### src/logic/sfsq_pkg.sv
// Package for the soft-start and fault protection sequencer
package sfsq_pkg;

    // ==========================================================
    // Timing counts and widths
    localparam int unsigned RAMP_PERIODS    = 2048;
    localparam int unsigned DVID_TAIL_CYC   = 32;
    localparam int unsigned UV_QUAL_CYC     = 1;
    localparam int unsigned REF_W           = 12;
    localparam int unsigned VID_W           = 8;
    localparam int unsigned MODE_W          = 2;
    localparam int unsigned PHASES          = 3;

    // ==========================================================
    // Mode strap encodings
    localparam logic [1:0] MODE_GROUNDED    = 2'h0;
    localparam logic [1:0] MODE_STRAP_82K   = 2'h1;
    localparam logic [1:0] MODE_OPEN        = 2'h2;

    // ==========================================================
    // Reset values
    localparam logic [REF_W-1:0] REF_RST    = 12'h000;

    // ==========================================================
    // Sequencer states
    typedef enum logic [3:0] {
        SFSQ_IDLE  = 4'b0001,
        SFSQ_RAMP  = 4'b0010,
        SFSQ_RUN   = 4'b0100,
        SFSQ_FAULT = 4'b1000
    } sfsq_state_t;

    // ==========================================================
    // Comparator results from the analog front end
    typedef struct packed {
        logic under_voltage_trip;
        logic over_voltage_trip;
        logic over_230mv_low;
        logic remote_above_1v9;
        logic remote_below_1v6;
        logic remote_above_2v1;
        logic remote_below_1v8;
        logic feedback_open;
    } sfsq_cmp_t;

    // ==========================================================
    // Sticky fault latches
    typedef struct packed {
        logic uv;
        logic ov;
        logic fb;
    } sfsq_fault_t;

endpackage

### src/logic/sfsq_seq.sv
// Soft-start ramp, start-up low-side hold and latched fault protection
`timescale 1ns/100ps

module sfsq_seq
    import sfsq_pkg::*;
#(
    parameter int unsigned RAMP_LEN = RAMP_PERIODS,
    parameter int unsigned TAIL_LEN = DVID_TAIL_CYC
) (
    // Clock and reset
    input  wire logic                clk,
    input  wire logic                arst_n,
    // Supply and enable status
    input  wire logic                supply_turnon_threshold,
    input  wire logic                preprotect_supply_threshold,
    input  wire logic                enable_released,
    // Configuration
    input  wire logic [MODE_W-1:0]   mode_strap,
    input  wire logic [VID_W-1:0]    vid_code,
    input  wire logic [REF_W-1:0]    target_ref,
    input  wire logic [REF_W-1:0]    uv_enable_ref,
    // Loop and comparator inputs
    input  wire logic                dynamic_reference_step,
    input  wire logic [PHASES-1:0]   loop_high_side,
    input  wire logic [PHASES-1:0]   loop_low_side,
    input  wire sfsq_cmp_t           cmp,
    // Outputs
    output logic [REF_W-1:0]         ref_level,
    output logic [MODE_W-1:0]        mode_held,
    output logic [VID_W-1:0]         vid_held,
    output logic [PHASES-1:0]        high_side_switch,
    output logic [PHASES-1:0]        low_side_switch,
    output logic                     lowside_hold_startup,
    output logic                     ramp_done_power_good_o,
    output logic                     ramp_done_power_good_oe,
    output logic                     fault_out,
    output sfsq_fault_t              fault_latched
);

    // ==========================================================
    // Internal state
    sfsq_state_t       state_reg;
    logic [11:0]       ramp_cnt_reg;
    logic [5:0]        mask_cnt_reg;
    logic              uv_seen_reg;
    logic              preov_reg;
    logic              uv_armed_reg;
    logic              run_ok;
    logic              masked;
    logic              ov_hit;
    logic              preov_on;
    logic              preov_off;
    logic              nondefault;
    logic [REF_W+11:0] ramp_prod;

    assign run_ok     = supply_turnon_threshold && enable_released;
    assign masked     = dynamic_reference_step || (mask_cnt_reg != 6'h00);
    assign ov_hit     = cmp.over_voltage_trip && !masked;
    assign nondefault = (mode_held != MODE_GROUNDED);
    assign ramp_prod  = target_ref * ramp_cnt_reg;

    // ==========================================================
    // Sequencer state
    always_ff @(posedge clk or negedge arst_n) begin
        if (!arst_n) begin
            state_reg <= SFSQ_IDLE;
        end else if (!run_ok) begin
            state_reg <= SFSQ_IDLE;
        end else begin
            case (state_reg)
                SFSQ_IDLE: begin
                    state_reg <= SFSQ_RAMP;
                end
                SFSQ_RAMP: begin
                    if (|fault_latched) begin
                        state_reg <= SFSQ_FAULT;
                    end else if (ramp_cnt_reg == 12'(RAMP_LEN - 1)) begin
                        state_reg <= SFSQ_RUN;
                    end
                end
                SFSQ_RUN: begin
                    if (|fault_latched) begin
                        state_reg <= SFSQ_FAULT;
                    end
                end
                SFSQ_FAULT: begin
                    state_reg <= SFSQ_FAULT;
                end
                default: begin
                    state_reg <= SFSQ_IDLE;
                end
            endcase
        end
    end

    // ==========================================================
    // Reference ramp
    always_ff @(posedge clk or negedge arst_n) begin
        if (!arst_n) begin
            ramp_cnt_reg <= 12'h000;
            ref_level    <= REF_RST;
        end else if (state_reg == SFSQ_RAMP) begin
            ramp_cnt_reg <= ramp_cnt_reg + 12'h001;
            ref_level    <= REF_W'(ramp_prod / RAMP_LEN);
        end else if (state_reg == SFSQ_RUN) begin
            ref_level    <= target_ref;
        end else begin
            ramp_cnt_reg <= 12'h000;
            ref_level    <= REF_RST;
        end
    end

    // ==========================================================
    // Table selection freeze
    always_ff @(posedge clk or negedge arst_n) begin
        if (!arst_n) begin
            mode_held <= MODE_GROUNDED;
            vid_held  <= '0;
        end else if (state_reg == SFSQ_IDLE) begin
            mode_held <= mode_strap;
            vid_held  <= vid_code;
        end
    end

    // ==========================================================
    // Step mask tail
    always_ff @(posedge clk or negedge arst_n) begin
        if (!arst_n) begin
            mask_cnt_reg <= 6'h00;
        end else if (dynamic_reference_step) begin
            mask_cnt_reg <= 6'(TAIL_LEN);
        end else if (mask_cnt_reg != 6'h00) begin
            mask_cnt_reg <= mask_cnt_reg - 6'h01;
        end
    end

    // ==========================================================
    // Under-voltage arming and qualification
    always_ff @(posedge clk or negedge arst_n) begin
        if (!arst_n) begin
            uv_armed_reg <= 1'b0;
            uv_seen_reg  <= 1'b0;
        end else begin
            if (state_reg == SFSQ_IDLE) begin
                uv_armed_reg <= 1'b0;
            end else if (ref_level >= uv_enable_ref) begin
                uv_armed_reg <= 1'b1;
            end
            uv_seen_reg <= uv_armed_reg && !masked
                           && cmp.under_voltage_trip;
        end
    end

    // ==========================================================
    // Sticky fault latches
    always_ff @(posedge clk or negedge arst_n) begin
        if (!arst_n) begin
            fault_latched <= '0;
        end else if (!run_ok) begin
            fault_latched <= '0;
        end else if (state_reg != SFSQ_IDLE) begin
            if (uv_seen_reg && cmp.under_voltage_trip && !masked) begin
                fault_latched.uv <= 1'b1;
            end
            if (ov_hit) begin
                fault_latched.ov <= 1'b1;
            end
            if (cmp.feedback_open) begin
                fault_latched.fb <= 1'b1;
            end
        end
    end

    // ==========================================================
    // Preliminary over-voltage with hysteresis
    always_comb begin
        if (mode_strap == MODE_GROUNDED) begin
            preov_on  = cmp.remote_above_2v1;
            preov_off = cmp.remote_below_1v8;
        end else begin
            preov_on  = cmp.remote_above_1v9;
            preov_off = cmp.remote_below_1v6;
        end
    end

    always_ff @(posedge clk or negedge arst_n) begin
        if (!arst_n) begin
            preov_reg <= 1'b0;
        end else if (!preprotect_supply_threshold
                     || supply_turnon_threshold) begin
            preov_reg <= 1'b0;
        end else if (preov_on) begin
            preov_reg <= 1'b1;
        end else if (preov_off) begin
            preov_reg <= 1'b0;
        end
    end

    // ==========================================================
    // Start-up low-side hold
    always_ff @(posedge clk or negedge arst_n) begin
        if (!arst_n) begin
            lowside_hold_startup <= 1'b0;
        end else if (state_reg != SFSQ_RAMP) begin
            lowside_hold_startup <= (state_reg == SFSQ_IDLE) && run_ok;
        end else if (|loop_high_side) begin
            lowside_hold_startup <= 1'b0;
        end
    end

    // ==========================================================
    // Gate drive outputs
    always_ff @(posedge clk or negedge arst_n) begin
        if (!arst_n) begin
            high_side_switch <= '0;
            low_side_switch  <= '0;
        end else if (preov_reg) begin
            high_side_switch <= '0;
            low_side_switch  <= '1;
        end else if (fault_latched.ov || fault_latched.fb || ov_hit
                     || cmp.feedback_open) begin
            high_side_switch <= '0;
            low_side_switch  <= '1;
        end else if (fault_latched.uv
                     || (state_reg != SFSQ_RAMP
                         && state_reg != SFSQ_RUN)) begin
            high_side_switch <= '0;
            low_side_switch  <= '0;
        end else begin
            high_side_switch <= loop_high_side;
            low_side_switch  <= lowside_hold_startup
                                ? '0 : loop_low_side;
        end
    end

    // ==========================================================
    // Fault pin and power-good
    always_ff @(posedge clk or negedge arst_n) begin
        if (!arst_n) begin
            fault_out               <= 1'b0;
            ramp_done_power_good_o  <= 1'b0;
            ramp_done_power_good_oe <= 1'b1;
        end else begin
            fault_out              <= |fault_latched;
            ramp_done_power_good_o <= 1'b0;
            if (state_reg == SFSQ_RUN && !(|fault_latched)) begin
                ramp_done_power_good_oe <= nondefault && !masked
                                           && cmp.over_230mv_low;
            end else begin
                ramp_done_power_good_oe <= 1'b1;
            end
        end
    end

endmodule

### config.mk
export PLATFORM = sky130hd
export DESIGN_NAME = sfsq_seq
export DESIGN_NICKNAME = d
export VERILOG_FILES = /design/src/logic/sfsq_pkg.sv /design/src/logic/sfsq_seq.sv
export SDC_FILE = /design/constraint.sdc
export NUM_CORES = 1
export LEC_CHECK = 0
export ABC_AREA = 1
export BUFFER_PORTS_ARGS = -buffer_cell sky130_fd_sc_hd__buf_2
export CELL_PAD_IN_SITES_DETAIL_PLACEMENT = 1
export CELL_PAD_IN_SITES_GLOBAL_PLACEMENT = 2
export CORE_MARGIN = 2
export CORE_UTILIZATION = 31
export CTS_CLUSTER_DIAMETER = 50
export DETAILED_ROUTE_END_ITERATION = 12
export GPL_ROUTABILITY_DRIVEN = 0
export HOLD_SLACK_MARGIN = 0.12
export PLACE_DENSITY = 0.79
export SYNTH_ARGS = -nofsm -noshare
export SYNTH_HDL_FRONTEND = slang
export SYNTH_SLANG_ARGS = --single-unit
export TNS_END_PERCENT = 100
### constraint.sdc
create_clock -name clk -period 5.25 [get_ports clk]
set_input_delay 1.05 -clock clk [delete_from_list [all_inputs] [get_ports clk]]
set_output_delay 1.05 -clock clk [all_outputs]
set_load 0.02 [all_outputs]
==> results_dict.tcl, run 1 <==
set metrics [dict create \
    cell_chain_critical_path "buf_4 -> buf_6 -> nand2_1 -> fa_2 -> fa_1 -> inv_1 -> fa_1 -> fa_1 -> inv_1 -> fa_1 -> inv_1 -> ha_4 -> nand2_4 -> nor2_4 -> nand4_1 -> o21ai_2 -> nand2_2 -> nand2_1 -> nand2_1 -> nand3_1 -> nand2_1" \
    place_hpwl_mm 18.9 \
    clock_tree.htree_level_count 3 \
    drc_errors 0 \
    grt_remaining_overflow 0 \
    clock_tree.root_cell "sky130_fd_sc_hd__clkbuf_16" \
    initial_core_util_pct 31.3 \
    cp_slowest_stage_delay_ns 0.55 \
    placement_rows 57 \
    fmax_mhz 198 \
    status "completed" \
    slew_viol_final 0 \
    synth.top_cells.by_area "sky130_fd_sc_hd__fa_1 (26%), sky130_fd_sc_hd__dfrtp_1 (19%), sky130_fd_sc_hd__nand2_1 (14%)" \
    total_power_mw 1.38 \
    vdd_ir_drop_max_v 0.000140 \
    wirelength_mm 22.5 \
    floorplan_core_area_sq_mm 0.0242 \
    hold_violations 0 \
    period_minus_slack_ns 5.04 \
    postSynthCellCount 989 \
    finalClockSkew_ns 0.00780 \
    cts.reportedPaths.clkPinSlew_ns 0.06 \
    grt_use_met3_pct 1.92 \
    multiInputGateArea_sq_mm 0.00520 \
    synth-edff-count 0 \
    io_buffers 87 \
    grt.met2_usage_pct 32.6 \
    grt_pass1_wl_mm 36.9 \
    synth.ff_latch_count 59 \
    diodes 0 \
    critical_path_peak_fanout 5 \
    share_of_async_settable_or_async_resettable_flops_after_synthesis_pct 100 \
    max_slew.worst_pin.slew_ns 0.835 \
    grtUsageTotal_pct 18.2 \
    floorplan.die.height_um 160 \
    worst_setup_start_kind "primary input" \
    wl_per_cell_um 15.6 \
    pwr_density_cell_mw_per_mm2 149 \
    seqCellArea_sq_mm 0.00148 \
    die_area_sq_mm 0.0257 \
    layout_common_cells "sky130_fd_sc_hd__nand2_1 (286), sky130_fd_sc_hd__inv_1 (233), sky130_fd_sc_hd__fa_1 (94)" \
    worstSkewPairLatency_ns 0.33 \
    dr_total_vias 6647 \
    layout-drive-gt1-share_pct 19.6 \
    antenna_found_initial 0 \
    seq_total_area_yosys_pct 19.5 \
    post_synth.cell_area_avg_sq_um 7.66 \
    crit_required_ns 5.47 \
    finalSetupTns_ns 0 \
    yosys_warnings 0 \
    crit_path_end_kind "flop" \
    width_of_the_die_um 160 \
    arrival_ns 5.27 \
    cts_sinks 59 \
    mostFrequentLayoutCell "sky130_fd_sc_hd__nand2_1" \
    final_net_count 1336 \
    drv.max_cap_violation_count 0 \
    finalSetupViolations 0 \
    drtIter0Drc 223 \
    period_share_pct 96.1 \
    crit_path_top_delay_cell "sky130_fd_sc_hd__fa_1" \
    number_of_fill_cells 3000 \
    p_leak_nw 5.42 \
    yosysUniqueCellTypes 46 \
    portion_of_synthesized_cell_area_occupied_by_the_leading_cell_type_pct 25.9 \
    global_route.usage.met1_pct 23.7 \
    postLayoutSetupSlackWorst_ns 0.206 \
    syn_area_sq_mm 0.00757 \
    min_path_type "flop to flop" \
    grt_pass1_vias 7315 \
    detail_route.first_pass.iterations 4 \
    grt_max_degree 60 \
    ant_nets 0 \
    tritoncts "yes" \
    timing.setup.critical_path_class "primary input to flop" \
    min_path_cells 2 \
    worst-r2r-cell-count 19 \
    final-instance-count-excl-fill 1444 \
    dp_cells 1426 \
    final_core_utilization_pct 38.3 \
    mappedNetlistNets 1210 \
    cts_buffers 9 \
    via_per_inst 4.60 \
    globalRoute.busiestLayer "met2" \
    io_pins 89 \
    dpl_worst_slack_ns -0.400 \
    ys_dominant_reg_cell "sky130_fd_sc_hd__dfrtp_1" \
    slew_headroom_pct 44.0 \
    post-synth-top-area-cell "sky130_fd_sc_hd__fa_1" \
    clock_tree.buffer_depth 2 \
    area_growth_syn_to_layout_pct 22.2 \
]
-- layout make-up --
type / instances / area share [%]
multi-input combinational: 655 / 56.2
sequential: 59 / 16.0
inverter: 240 / 9.74
timing repair buffer: 150 / 10.1
clock buffer: 12 / 2.77
tap: 324 / 4.38
clock inverter: 4 / 0.785
-- power by group --
part,total (mW),internal (mW),switching (mW)
Sequential,0.506,0.487,0.0191
Clock,0.663,0.441,0.222
Combinational,0.211,0.0750,0.136
-- layer usage --
layer | up-vias | part of all wire (%)
li1 | 3201 | -
met1 | 3313 | 45
met2 | 104 | 49
met3 | 29 | 3.5
met4 | 0 | 1.8
met5 | - | 0
-- cells by family after synthesis --
kind of cell / synth area share [%]
and+or+nand+nor: 22.7
buffers and inverters: 13.8
adders and majority gates: 37.3
AOI/OAI and AO/OA: 5.93
DFF: 19.5
xor gates and xnor gates: 0.694
other: 0.0495
-- Yosys cell counts, types with 2 or more instances --
| library cell | instances |
|---|---|
| sky130_fd_sc_hd__nand2_1 | 291 |
| sky130_fd_sc_hd__inv_1 | 233 |
| sky130_fd_sc_hd__fa_1 | 98 |
| sky130_fd_sc_hd__ha_1 | 69 |
| sky130_fd_sc_hd__dfrtp_1 | 57 |
| sky130_fd_sc_hd__nor2_1 | 38 |
| sky130_fd_sc_hd__a21oi_1 | 33 |
| sky130_fd_sc_hd__clkbuf_1 | 29 |
| sky130_fd_sc_hd__nand3_1 | 27 |
| sky130_fd_sc_hd__o21ai_0 | 20 |
| sky130_fd_sc_hd__nor3_1 | 13 |
| sky130_fd_sc_hd__inv_2 | 6 |
| sky130_fd_sc_hd__nand4_1 | 6 |
| sky130_fd_sc_hd__o21a_1 | 5 |
| sky130_fd_sc_hd__a31oi_1 | 4 |
| sky130_fd_sc_hd__buf_2 | 4 |
| sky130_fd_sc_hd__nor2_2 | 4 |
| sky130_fd_sc_hd__o21ai_1 | 4 |
| sky130_fd_sc_hd__nand2_2 | 3 |
| sky130_fd_sc_hd__nand3b_1 | 3 |
| sky130_fd_sc_hd__nor2_4 | 3 |
| sky130_fd_sc_hd__nor3b_1 | 3 |
| sky130_fd_sc_hd__nor4_1 | 3 |
| sky130_fd_sc_hd__xnor2_1 | 3 |
| sky130_fd_sc_hd__xor2_1 | 3 |
| sky130_fd_sc_hd__a2111oi_0 | 2 |
| sky130_fd_sc_hd__a211oi_1 | 2 |
| sky130_fd_sc_hd__a21o_1 | 2 |
| sky130_fd_sc_hd__dfstp_2 | 2 |
| sky130_fd_sc_hd__nand3_2 | 2 |
| sky130_fd_sc_hd__o21bai_1 | 2 |
-- critical path, delay by kind of cell --
family / cells / cell delay (ns)
buffers and inverters: 5 / 0.43
adders and majority gates: 6 / 2.85
and+or+nand+nor: 9 / 0.68
AOI/OAI and AO/OA: 1 / 0.26
-- through the flow --
stage / instance area, sq um / hold slack, ns
detailed placement: 8740 / 0.453
floorplan: 7590 / 0.453
global route: 9250 / 0.501
global placement: 8740 / 0.451
CTS: 9070 / 0.466
finish: 9250 / 0.465
-- worst paths after layout --
kind,start,end,slack (ns)
max,target_ref[8],ref_level[7]$_DFF_PN0_,0.21
min,vid_held[4]$_DFFE_PN0P_,vid_held[4]$_DFFE_PN0P_,0.47
min reg2reg,vid_held[4]$_DFFE_PN0P_,vid_held[4]$_DFFE_PN0P_,0.47
max reg2reg,ramp_cnt_reg[7]$_DFFE_PN0P_,ref_level[7]$_DFF_PN0_,0.27
min in group asynchronous,arst_n,low_side_switch[0]$_DFF_PN0_,0.89
max in group asynchronous,arst_n,vid_held[0]$_DFFE_PN0P_,3.85
-- timing repair --
item | in CTS | in global routing
setup buffers | 0 | 2
endpoints found under the setup margin | 2 | 11
pin swaps | 0 | 24
hold buffers | 0 | 0
resized for setup | 2 | 40
No activity file was read; power rests on OpenSTA's default activity.
==> run 2, diff against run 1 <==
--- a/config.mk
+++ b/config.mk
@@ -14,6 +14,7 @@
 export CTS_CLUSTER_DIAMETER = 50
 export DETAILED_ROUTE_END_ITERATION = 12
 export GPL_ROUTABILITY_DRIVEN = 0
+export GPL_TIMING_DRIVEN = 0
 export HOLD_SLACK_MARGIN = 0.12
 export PLACE_DENSITY = 0.79
 export SYNTH_ARGS = -nofsm -noshare
==> run 2 against run 1 <==
Sequential share of layout area increased by 0.14 points. Final cell count decreased by 1.7%. Design area decreased by 0.88%. Maximum frequency decreased by 1.6%. Clock power decreased by 11%. Largest cell class unchanged. Global-route usage about the same. Hold slack about the same. Non-clock buffer count decreased by 24.
==> results_dict.tcl, run 2 (synthesis results as in run 1) <==
set metrics [dict create \
    power.share.sequential_pct 38.3 \
    finalClockSkew_ns 0.00645 \
    floorplan.die.height_um 160 \
    power.switching_mw 0.376 \
    pwr-share-clk_pct 45.0 \
    arrival_ns 5.33 \
    max_slew.worst_pin.slew_ns 0.766 \
    grt_pass1_wl_mm 37.0 \
    die_area_sq_mm 0.0257 \
    hold_path_startpoint "vid_held[2]$_DFFE_PN0P_" \
    dr_total_vias 6505 \
    slew_headroom_pct 48.9 \
    dpl_worst_slack_ns -0.996 \
    period_share_pct 97.6 \
    final-instance-count-excl-fill 1420 \
    grt_max_degree 60 \
    fmax_mhz 195 \
    period_minus_slack_ns 5.12 \
    drv.max_cap_violation_count 0 \
    layout_common_cells "sky130_fd_sc_hd__nand2_1 (288), sky130_fd_sc_hd__inv_1 (227), sky130_fd_sc_hd__fa_1 (92)" \
    ant_nets 0 \
    postLayoutSetupSlackWorst_ns 0.125 \
    detail_route.first_pass.iterations 4 \
    power.share.switching_pct 28.6 \
    wl_per_cell_um 15.7 \
    cts_hold_buf 0 \
    placement_rows 57 \
    dp_cells 1400 \
    timing.setup.critical_path_class "primary input to flop" \
    min_path_type "flop to flop" \
    layout-drive-gt1-share_pct 18.0 \
    number_of_fill_cells 2982 \
    vdd_ir_drop_max_v 0.000114 \
    min_path_cells 2 \
    grt_pass1_vias 7037 \
    crit_path_end_kind "flop" \
    cts.reportedPaths.clkPinSlew_ns 0.06 \
    hold-path-endpoint "vid_held[2]$_DFFE_PN0P_" \
    finalSetupViolations 0 \
    status "completed" \
    hold_violations 0 \
    cts_sinks 59 \
    cts_buffers 9 \
    worst-r2r-cell-count 20 \
    grt_setup_unrepaired "true" \
    clock_tree.buffer_depth 2 \
    slew_viol_final 0 \
    pwr_density_cell_mw_per_mm2 143 \
    critical_path_peak_fanout 7 \
    diodes 0 \
    startpoint "target_ref[4]" \
    io_pins 89 \
    width_of_the_die_um 160 \
    hold_slack_ns 0.465 \
    clock_tree.htree_level_count 3 \
    area_growth_syn_to_layout_pct 21.1 \
    finalSetupTns_ns 0 \
    final_net_count 1312 \
    drc_errors 0 \
    reg2reg_setup_slack_ns 0.17 \
    p_leak_nw 5.34 \
    floorplan_core_area_sq_mm 0.0242 \
    grtUsageTotal_pct 18.2 \
    worst_setup_start_kind "primary input" \
    worstSkewPairLatency_ns 0.33 \
    comb_power_share_pct 16.7 \
    drtIter0Drc 216 \
    mostFrequentLayoutCell "sky130_fd_sc_hd__nand2_1" \
    antenna_found_initial 0 \
    wirelength_mm 22.3 \
    tritoncts "yes" \
    place_hpwl_mm 18.5 \
    via_per_inst 4.58 \
    r2r-end "ref_level[7]$_DFF_PN0_" \
    rr_startpoint "ramp_cnt_reg[4]$_DFFE_PN0P_" \
    internal-power_mw 0.940 \
    io_buffers 87 \
    initial_core_util_pct 31.3 \
    crit_required_ns 5.46 \
    grt_remaining_overflow 0 \
    clock_tree.root_cell "sky130_fd_sc_hd__clkbuf_16" \
]
[run 2: changes by cell type in the layout (fill, tap and decap cells not counted), moves of 3 or more]
cell                        change
sky130_fd_sc_hd__clkbuf_1       +4
sky130_fd_sc_hd__clkbuf_2       +5
sky130_fd_sc_hd__clkbuf_16      +5
sky130_fd_sc_hd__nand2_2        -3
sky130_fd_sc_hd__buf_4         -48
sky130_fd_sc_hd__a21oi_2        -3
sky130_fd_sc_hd__inv_2          +6
sky130_fd_sc_hd__buf_6          +5
sky130_fd_sc_hd__inv_1          -6
[run 2: timing repair]
item | 4_1_cts | 5_1_grt
cloned | 0 | 1
pin swaps | 20 | 32
setup endpoints to repair | 12 | 9
resized for setup | 60 | 37
setup buffers | 9 | 5
[run 2: critical path, cell delays in order]
cell and delay (ns):
sky130_fd_sc_hd__buf_4 0.14, sky130_fd_sc_hd__clkbuf_16 0.16, sky130_fd_sc_hd__nand2_1 0.06, sky130_fd_sc_hd__inv_1 0.05, sky130_fd_sc_hd__fa_1 0.48, sky130_fd_sc_hd__fa_1 0.50
sky130_fd_sc_hd__fa_1 0.53, sky130_fd_sc_hd__fa_1 0.54, sky130_fd_sc_hd__inv_2 0.04, sky130_fd_sc_hd__fa_1 0.50, sky130_fd_sc_hd__inv_2 0.05, sky130_fd_sc_hd__ha_4 0.31
sky130_fd_sc_hd__nand2_4 0.07, sky130_fd_sc_hd__nor2_4 0.09, sky130_fd_sc_hd__nand4_1 0.10, sky130_fd_sc_hd__o21ai_2 0.26, sky130_fd_sc_hd__nand2_1 0.12, sky130_fd_sc_hd__nand2_1 0.08
sky130_fd_sc_hd__nand2_1 0.05, sky130_fd_sc_hd__nand3_1 0.07, sky130_fd_sc_hd__nand2_1 0.07
[run 2: how the worst max path moves through the flow]
stage | slack (ns) | cells after the start | to
2_1_floorplan | 0.004 | 20 | ref_level[7]$_DFF_PN0_
3_3_place_gp | -0.96 | 21 | ref_level[11]$_DFF_PN0_
3_5_place_dp | -1.0 | 21 | ref_level[7]$_DFF_PN0_
4_1_cts | -0.001 | 21 | ref_level[7]$_DFF_PN0_
5_1_grt | -0.03 | 20 | ref_level[11]$_DFF_PN0_
6_report | 0.13 | 21 | ref_level[7]$_DFF_PN0_
[run 2: layout make-up]
type	instances	area (sq um)	area share, %
Clock inverter	7	76.3	0.833
Timing Repair Buffer	102	634	6.92
Sequential cell	59	1480	16.1
Inverter	240	901	9.83
Tap cell	324	405	4.42
Multi-Input combinational cell	655	5220	56.9
Clock buffer	9	225	2.46
Buffer	24	230	2.51
[run 2: power by group through the flow]
stage          logic (mW)  clock network, mW  registers [mW]
5_1_grt             0.249              0.627           0.508
3_5_place_dp        0.202                  0           0.512
2_1_floorplan      0.0978                  0           0.528
6_report            0.219              0.592           0.504
3_3_place_gp        0.200                  0           0.511
4_1_cts             0.218              0.605           0.504
[run 2: stage by stage]
step                      cell area [sq um]  utilization (%)  total power, mW
after floorplan                        7590                -            0.626
final                                  9170             37.9             1.32
after global routing                   9170             37.9             1.38
after CTS                              9030             37.4             1.33
after detailed placement               8430             34.9            0.715
after global placement                 8430             34.9            0.711
[run 2: layer usage]
metal	up-vias	global-route usage, %	share of wire [%]	wire, um
li1	3150	-	-	-
met1	3244	25.3	48	10700
met2	99	31.3	48	10600
met3	12	2.03	3.6	802
met4	0	2.70	0.70	156
met5	-	0	0	0
==> run 3, diff against run 2 <==
--- a/config.mk
+++ b/config.mk
@@ -5,7 +5,6 @@
 export SDC_FILE = /design/constraint.sdc
 export NUM_CORES = 1
 export LEC_CHECK = 0
-export ABC_AREA = 1
 export BUFFER_PORTS_ARGS = -buffer_cell sky130_fd_sc_hd__buf_2
 export CELL_PAD_IN_SITES_DETAIL_PLACEMENT = 1
 export CELL_PAD_IN_SITES_GLOBAL_PLACEMENT = 2
@@ -16,7 +15,7 @@
 export GPL_ROUTABILITY_DRIVEN = 0
 export GPL_TIMING_DRIVEN = 0
 export HOLD_SLACK_MARGIN = 0.12
-export PLACE_DENSITY = 0.79
+export PLACE_DENSITY = 0.76
 export SYNTH_ARGS = -nofsm -noshare
 export SYNTH_HDL_FRONTEND = slang
 export SYNTH_SLANG_ARGS = --single-unit
==> run 3 against run 2 <==
The run now ends with negative setup slack left. Sequential share of layout area shrank 0.68 points. Wire length is 0.80% higher. Hold slack got worse by 0.0014 ns. Area after synthesis is 2.5% lower. Power grew 7.1%. Synthesized cell count shrank 15%. Clock-buffer cell count is 1 higher. Combinational power increased by 25%. Worst setup slack worse by 0.24 ns. Critical path depth down 4. Global-route usage up 0.84 points. Maximum frequency decreased by 4.5%. Largest cell class unchanged.
==> results_dict.tcl, run 3 <==
set metrics [dict create \
    area_growth_syn_to_layout_pct 29.7 \
    via_per_inst 4.75 \
    yosys_warnings 0 \
    critical_path_peak_fanout 8 \
    timing.setup.critical_path_class "primary input to flop" \
    synth.top_cells.by_area "sky130_fd_sc_hd__fa_1 (27%), sky130_fd_sc_hd__dfrtp_1 (19%), sky130_fd_sc_hd__ha_1 (12%)" \
    r2r-end "ref_level[10]$_DFF_PN0_" \
    p_leak_nw 4.88 \
    layout-drive-gt1-share_pct 27.2 \
    drtIter0Drc 262 \
    place_hpwl_mm 17.5 \
    grtUsageTotal_pct 19.0 \
    fmax_mhz 186 \
    library_cell_with_the_highest_instance_count_after_synthesis "sky130_fd_sc_hd__nand2_1" \
    ys_dominant_reg_cell "sky130_fd_sc_hd__dfrtp_1" \
    number_of_fill_cells 2788 \
    reg2reg_setup_slack_ns -0.03 \
    layout_common_cells "sky130_fd_sc_hd__nand2_1 (137), sky130_fd_sc_hd__inv_1 (129), sky130_fd_sc_hd__fa_1 (91)" \
    tritoncts "yes" \
    synth-edff-count 0 \
    floorplan.die.height_um 158 \
    floorplan_core_area_sq_mm 0.0234 \
    initial_core_util_pct 31.5 \
    slew_viol_final 0 \
    hold_violations 0 \
    hold-path-endpoint "vid_held[5]$_DFFE_PN0P_" \
    drv.max_cap_violation_count 0 \
    drc_errors 0 \
    global_route.usage.met1_pct 25.5 \
    share_of_async_settable_or_async_resettable_flops_after_synthesis_pct 100 \
    worst-r2r-cell-count 20 \
    synth.ff_latch_count 59 \
    finalSetupTns_ns -0.328 \
    period_minus_slack_ns 5.36 \
    mostFrequentLayoutCell "sky130_fd_sc_hd__nand2_1" \
    grt_use_met3_pct 3.13 \
    slew_headroom_pct 48.4 \
    rr_startpoint "ramp_cnt_reg[7]$_DFFE_PN0P_" \
    min_path_type "flop to flop" \
    grt.met2_usage_pct 33.2 \
    grt_setup_unrepaired "true" \
    synth_commonest_cells "sky130_fd_sc_hd__nand2_1 (150), sky130_fd_sc_hd__inv_1 (142), sky130_fd_sc_hd__fa_1 (98)" \
    post_synth.cell_area_avg_sq_um 8.80 \
    syn_area_sq_mm 0.00738 \
    portion_of_synthesized_cell_area_occupied_by_the_leading_cell_type_pct 26.6 \
    postSynthCellCount 838 \
    clock_tree.root_cell "sky130_fd_sc_hd__clkbuf_16" \
    cts_hold_buf 0 \
    wl_per_cell_um 17.3 \
    clock_tree.htree_level_count 3 \
    postLayoutSetupSlackWorst_ns -0.114 \
    crit_path_end_kind "flop" \
    crit_required_ns 5.46 \
    dpl_worst_slack_ns -0.863 \
    wirelength_mm 22.5 \
    clock_tree.buffer_depth 2 \
    worstSkewPairLatency_ns 0.33 \
    post-synth-top-area-cell "sky130_fd_sc_hd__fa_1" \
    finalSetupViolations 5 \
    placement_rows 56 \
    min_path_cells 2 \
    arrival_ns 5.58 \
    status "finished with violations" \
    ant_nets 0 \
    diodes 0 \
    pwr_density_cell_mw_per_mm2 147 \
    vdd_ir_drop_max_v 0.000195 \
    io_buffers 87 \
    grt_pass1_vias 6751 \
    mappedNetlistNets 1059 \
    antenna_found_initial 0 \
    grt_max_degree 60 \
    io_pins 89 \
    max_slew.worst_pin.slew_ns 0.774 \
    hold_path_startpoint "vid_held[5]$_DFFE_PN0P_" \
    cts_sinks 59 \
    die_area_sq_mm 0.0251 \
    final_core_utilization_pct 40.9 \
    worst_setup_start_kind "primary input" \
    dr_total_vias 6158 \
    yosysUniqueCellTypes 63 \
    grt_pass1_wl_mm 36.4 \
    width_of_the_die_um 158 \
    grt_remaining_overflow 0 \
    globalRoute.busiestLayer "met2" \
    cts_buffers 9 \
    final_net_count 1193 \
    period_share_pct 102 \
    finalClockSkew_ns 0.00336 \
    seq_total_area_yosys_pct 20.0 \
    detail_route.first_pass.iterations 6 \
    cts.reportedPaths.clkPinSlew_ns 0.05 \
    failed_checks "negative setup slack" \
]
-- run 3: changes by cell type after synthesis, sizes merged, moves of 7 or more --
| cell | change |
|---|---|
| a21oi | -7 |
| and2 | +55 |
| inv | -97 |
| or3 | +12 |
| nor2 | -18 |
| xnor2 | +7 |
| nand2 | -144 |
| a211oi | +7 |
| nand3 | -20 |
-- run 3: critical path: stages --
cell	delay [ns]
sky130_fd_sc_hd__buf_8	0.10
sky130_fd_sc_hd__clkbuf_16	0.15
sky130_fd_sc_hd__and2_4	0.17
sky130_fd_sc_hd__fa_1	0.56
sky130_fd_sc_hd__fa_1	0.46
sky130_fd_sc_hd__fa_1	0.53
sky130_fd_sc_hd__fa_1	0.52
sky130_fd_sc_hd__inv_2	0.04
sky130_fd_sc_hd__fa_1	0.51
sky130_fd_sc_hd__inv_2	0.05
sky130_fd_sc_hd__ha_4	0.22
sky130_fd_sc_hd__a211oi_4	0.20
sky130_fd_sc_hd__o21ai_1	0.08
sky130_fd_sc_hd__o211ai_1	0.17
sky130_fd_sc_hd__o31ai_2	0.12
sky130_fd_sc_hd__or3_1	0.38
sky130_fd_sc_hd__a32o_1	0.27
-- run 3: worst max-delay path by stage --
stage                       start                       to  slack [ns]  cells after the start
floorplan           target_ref[6]   ref_level[6]$_DFF_PN0_       -0.18                     17
global placement    target_ref[1]  ref_level[10]$_DFF_PN0_       -0.85                     18
detailed placement  target_ref[1]  ref_level[10]$_DFF_PN0_       -0.86                     18
CTS                 target_ref[4]   ref_level[8]$_DFF_PN0_       -0.18                     19
global route        target_ref[3]  ref_level[10]$_DFF_PN0_       -0.29                     20
finish              target_ref[6]   ref_level[6]$_DFF_PN0_       -0.11                     17
-- run 3: logic make-up after synthesis --
family | after synthesis | synth area share, %
muxes | 3 | 0.424
and+or+nand+nor | 302 | 20.1
buffers and inverters | 183 | 9.58
AOI/OAI and AO/OA | 107 | 9.60
other | 1 | 0.0508
DFF | 59 | 20.0
xor gates and xnor gates | 16 | 1.90
adders and majority gates | 167 | 38.3
-- run 3: metal layers --
metal / vias up / share of wire (%)
met5: - / 0
met4: 0 / 1.2
met3: 24 / 3.5
met2: 78 / 50
met1: 3131 / 45
li1: 2925 / -
-- run 3: repair_timing --
action                                  4_1_cts  5_1_grt
gates resized for setup                      73       56
setup buffers                                34       10
hold endpoints to repair                      0        0
gates cloned                                  0        0
endpoints found under the setup margin       12       12
pin swaps                                    39       57
-- run 3: metrics by stage --
| stage | power, mW | cell area, sq um | hold slack, ns | instances |
|---|---|---|---|---|
| after detailed placement | 0.775 | 8460 | 0.457 | 1244 |
| after CTS | 1.42 | 9370 | 0.470 | 1291 |
| after global routing | 1.48 | 9570 | 0.495 | 1296 |
| after global placement | 0.770 | 8460 | 0.455 | 1244 |
| after floorplan | 0.678 | 7620 | 0.478 | 838 |
| final | 1.41 | 9570 | 0.464 | 1296 |
-- run 3: power breakdown --
| group | internal [mW] | switching [mW] |
|---|---|---|
| Combinational | 0.122 | 0.151 |
| Clock | 0.411 | 0.207 |
| Sequential | 0.492 | 0.0245 |
| Total | 1.03 | 0.382 |
-- run 3: layout make-up --
cell class | instances | area (sq um) | area share (%)
clock buffer | 10 | 229 | 2.39
inverter | 142 | 533 | 5.57
timing repair buffer | 129 | 847 | 8.85
tap | 319 | 399 | 4.17
multi-input combinational | 596 | 5620 | 58.7
clock inverter | 6 | 80.1 | 0.836
sequential | 59 | 1480 | 15.4
buffer | 35 | 388 | 4.05
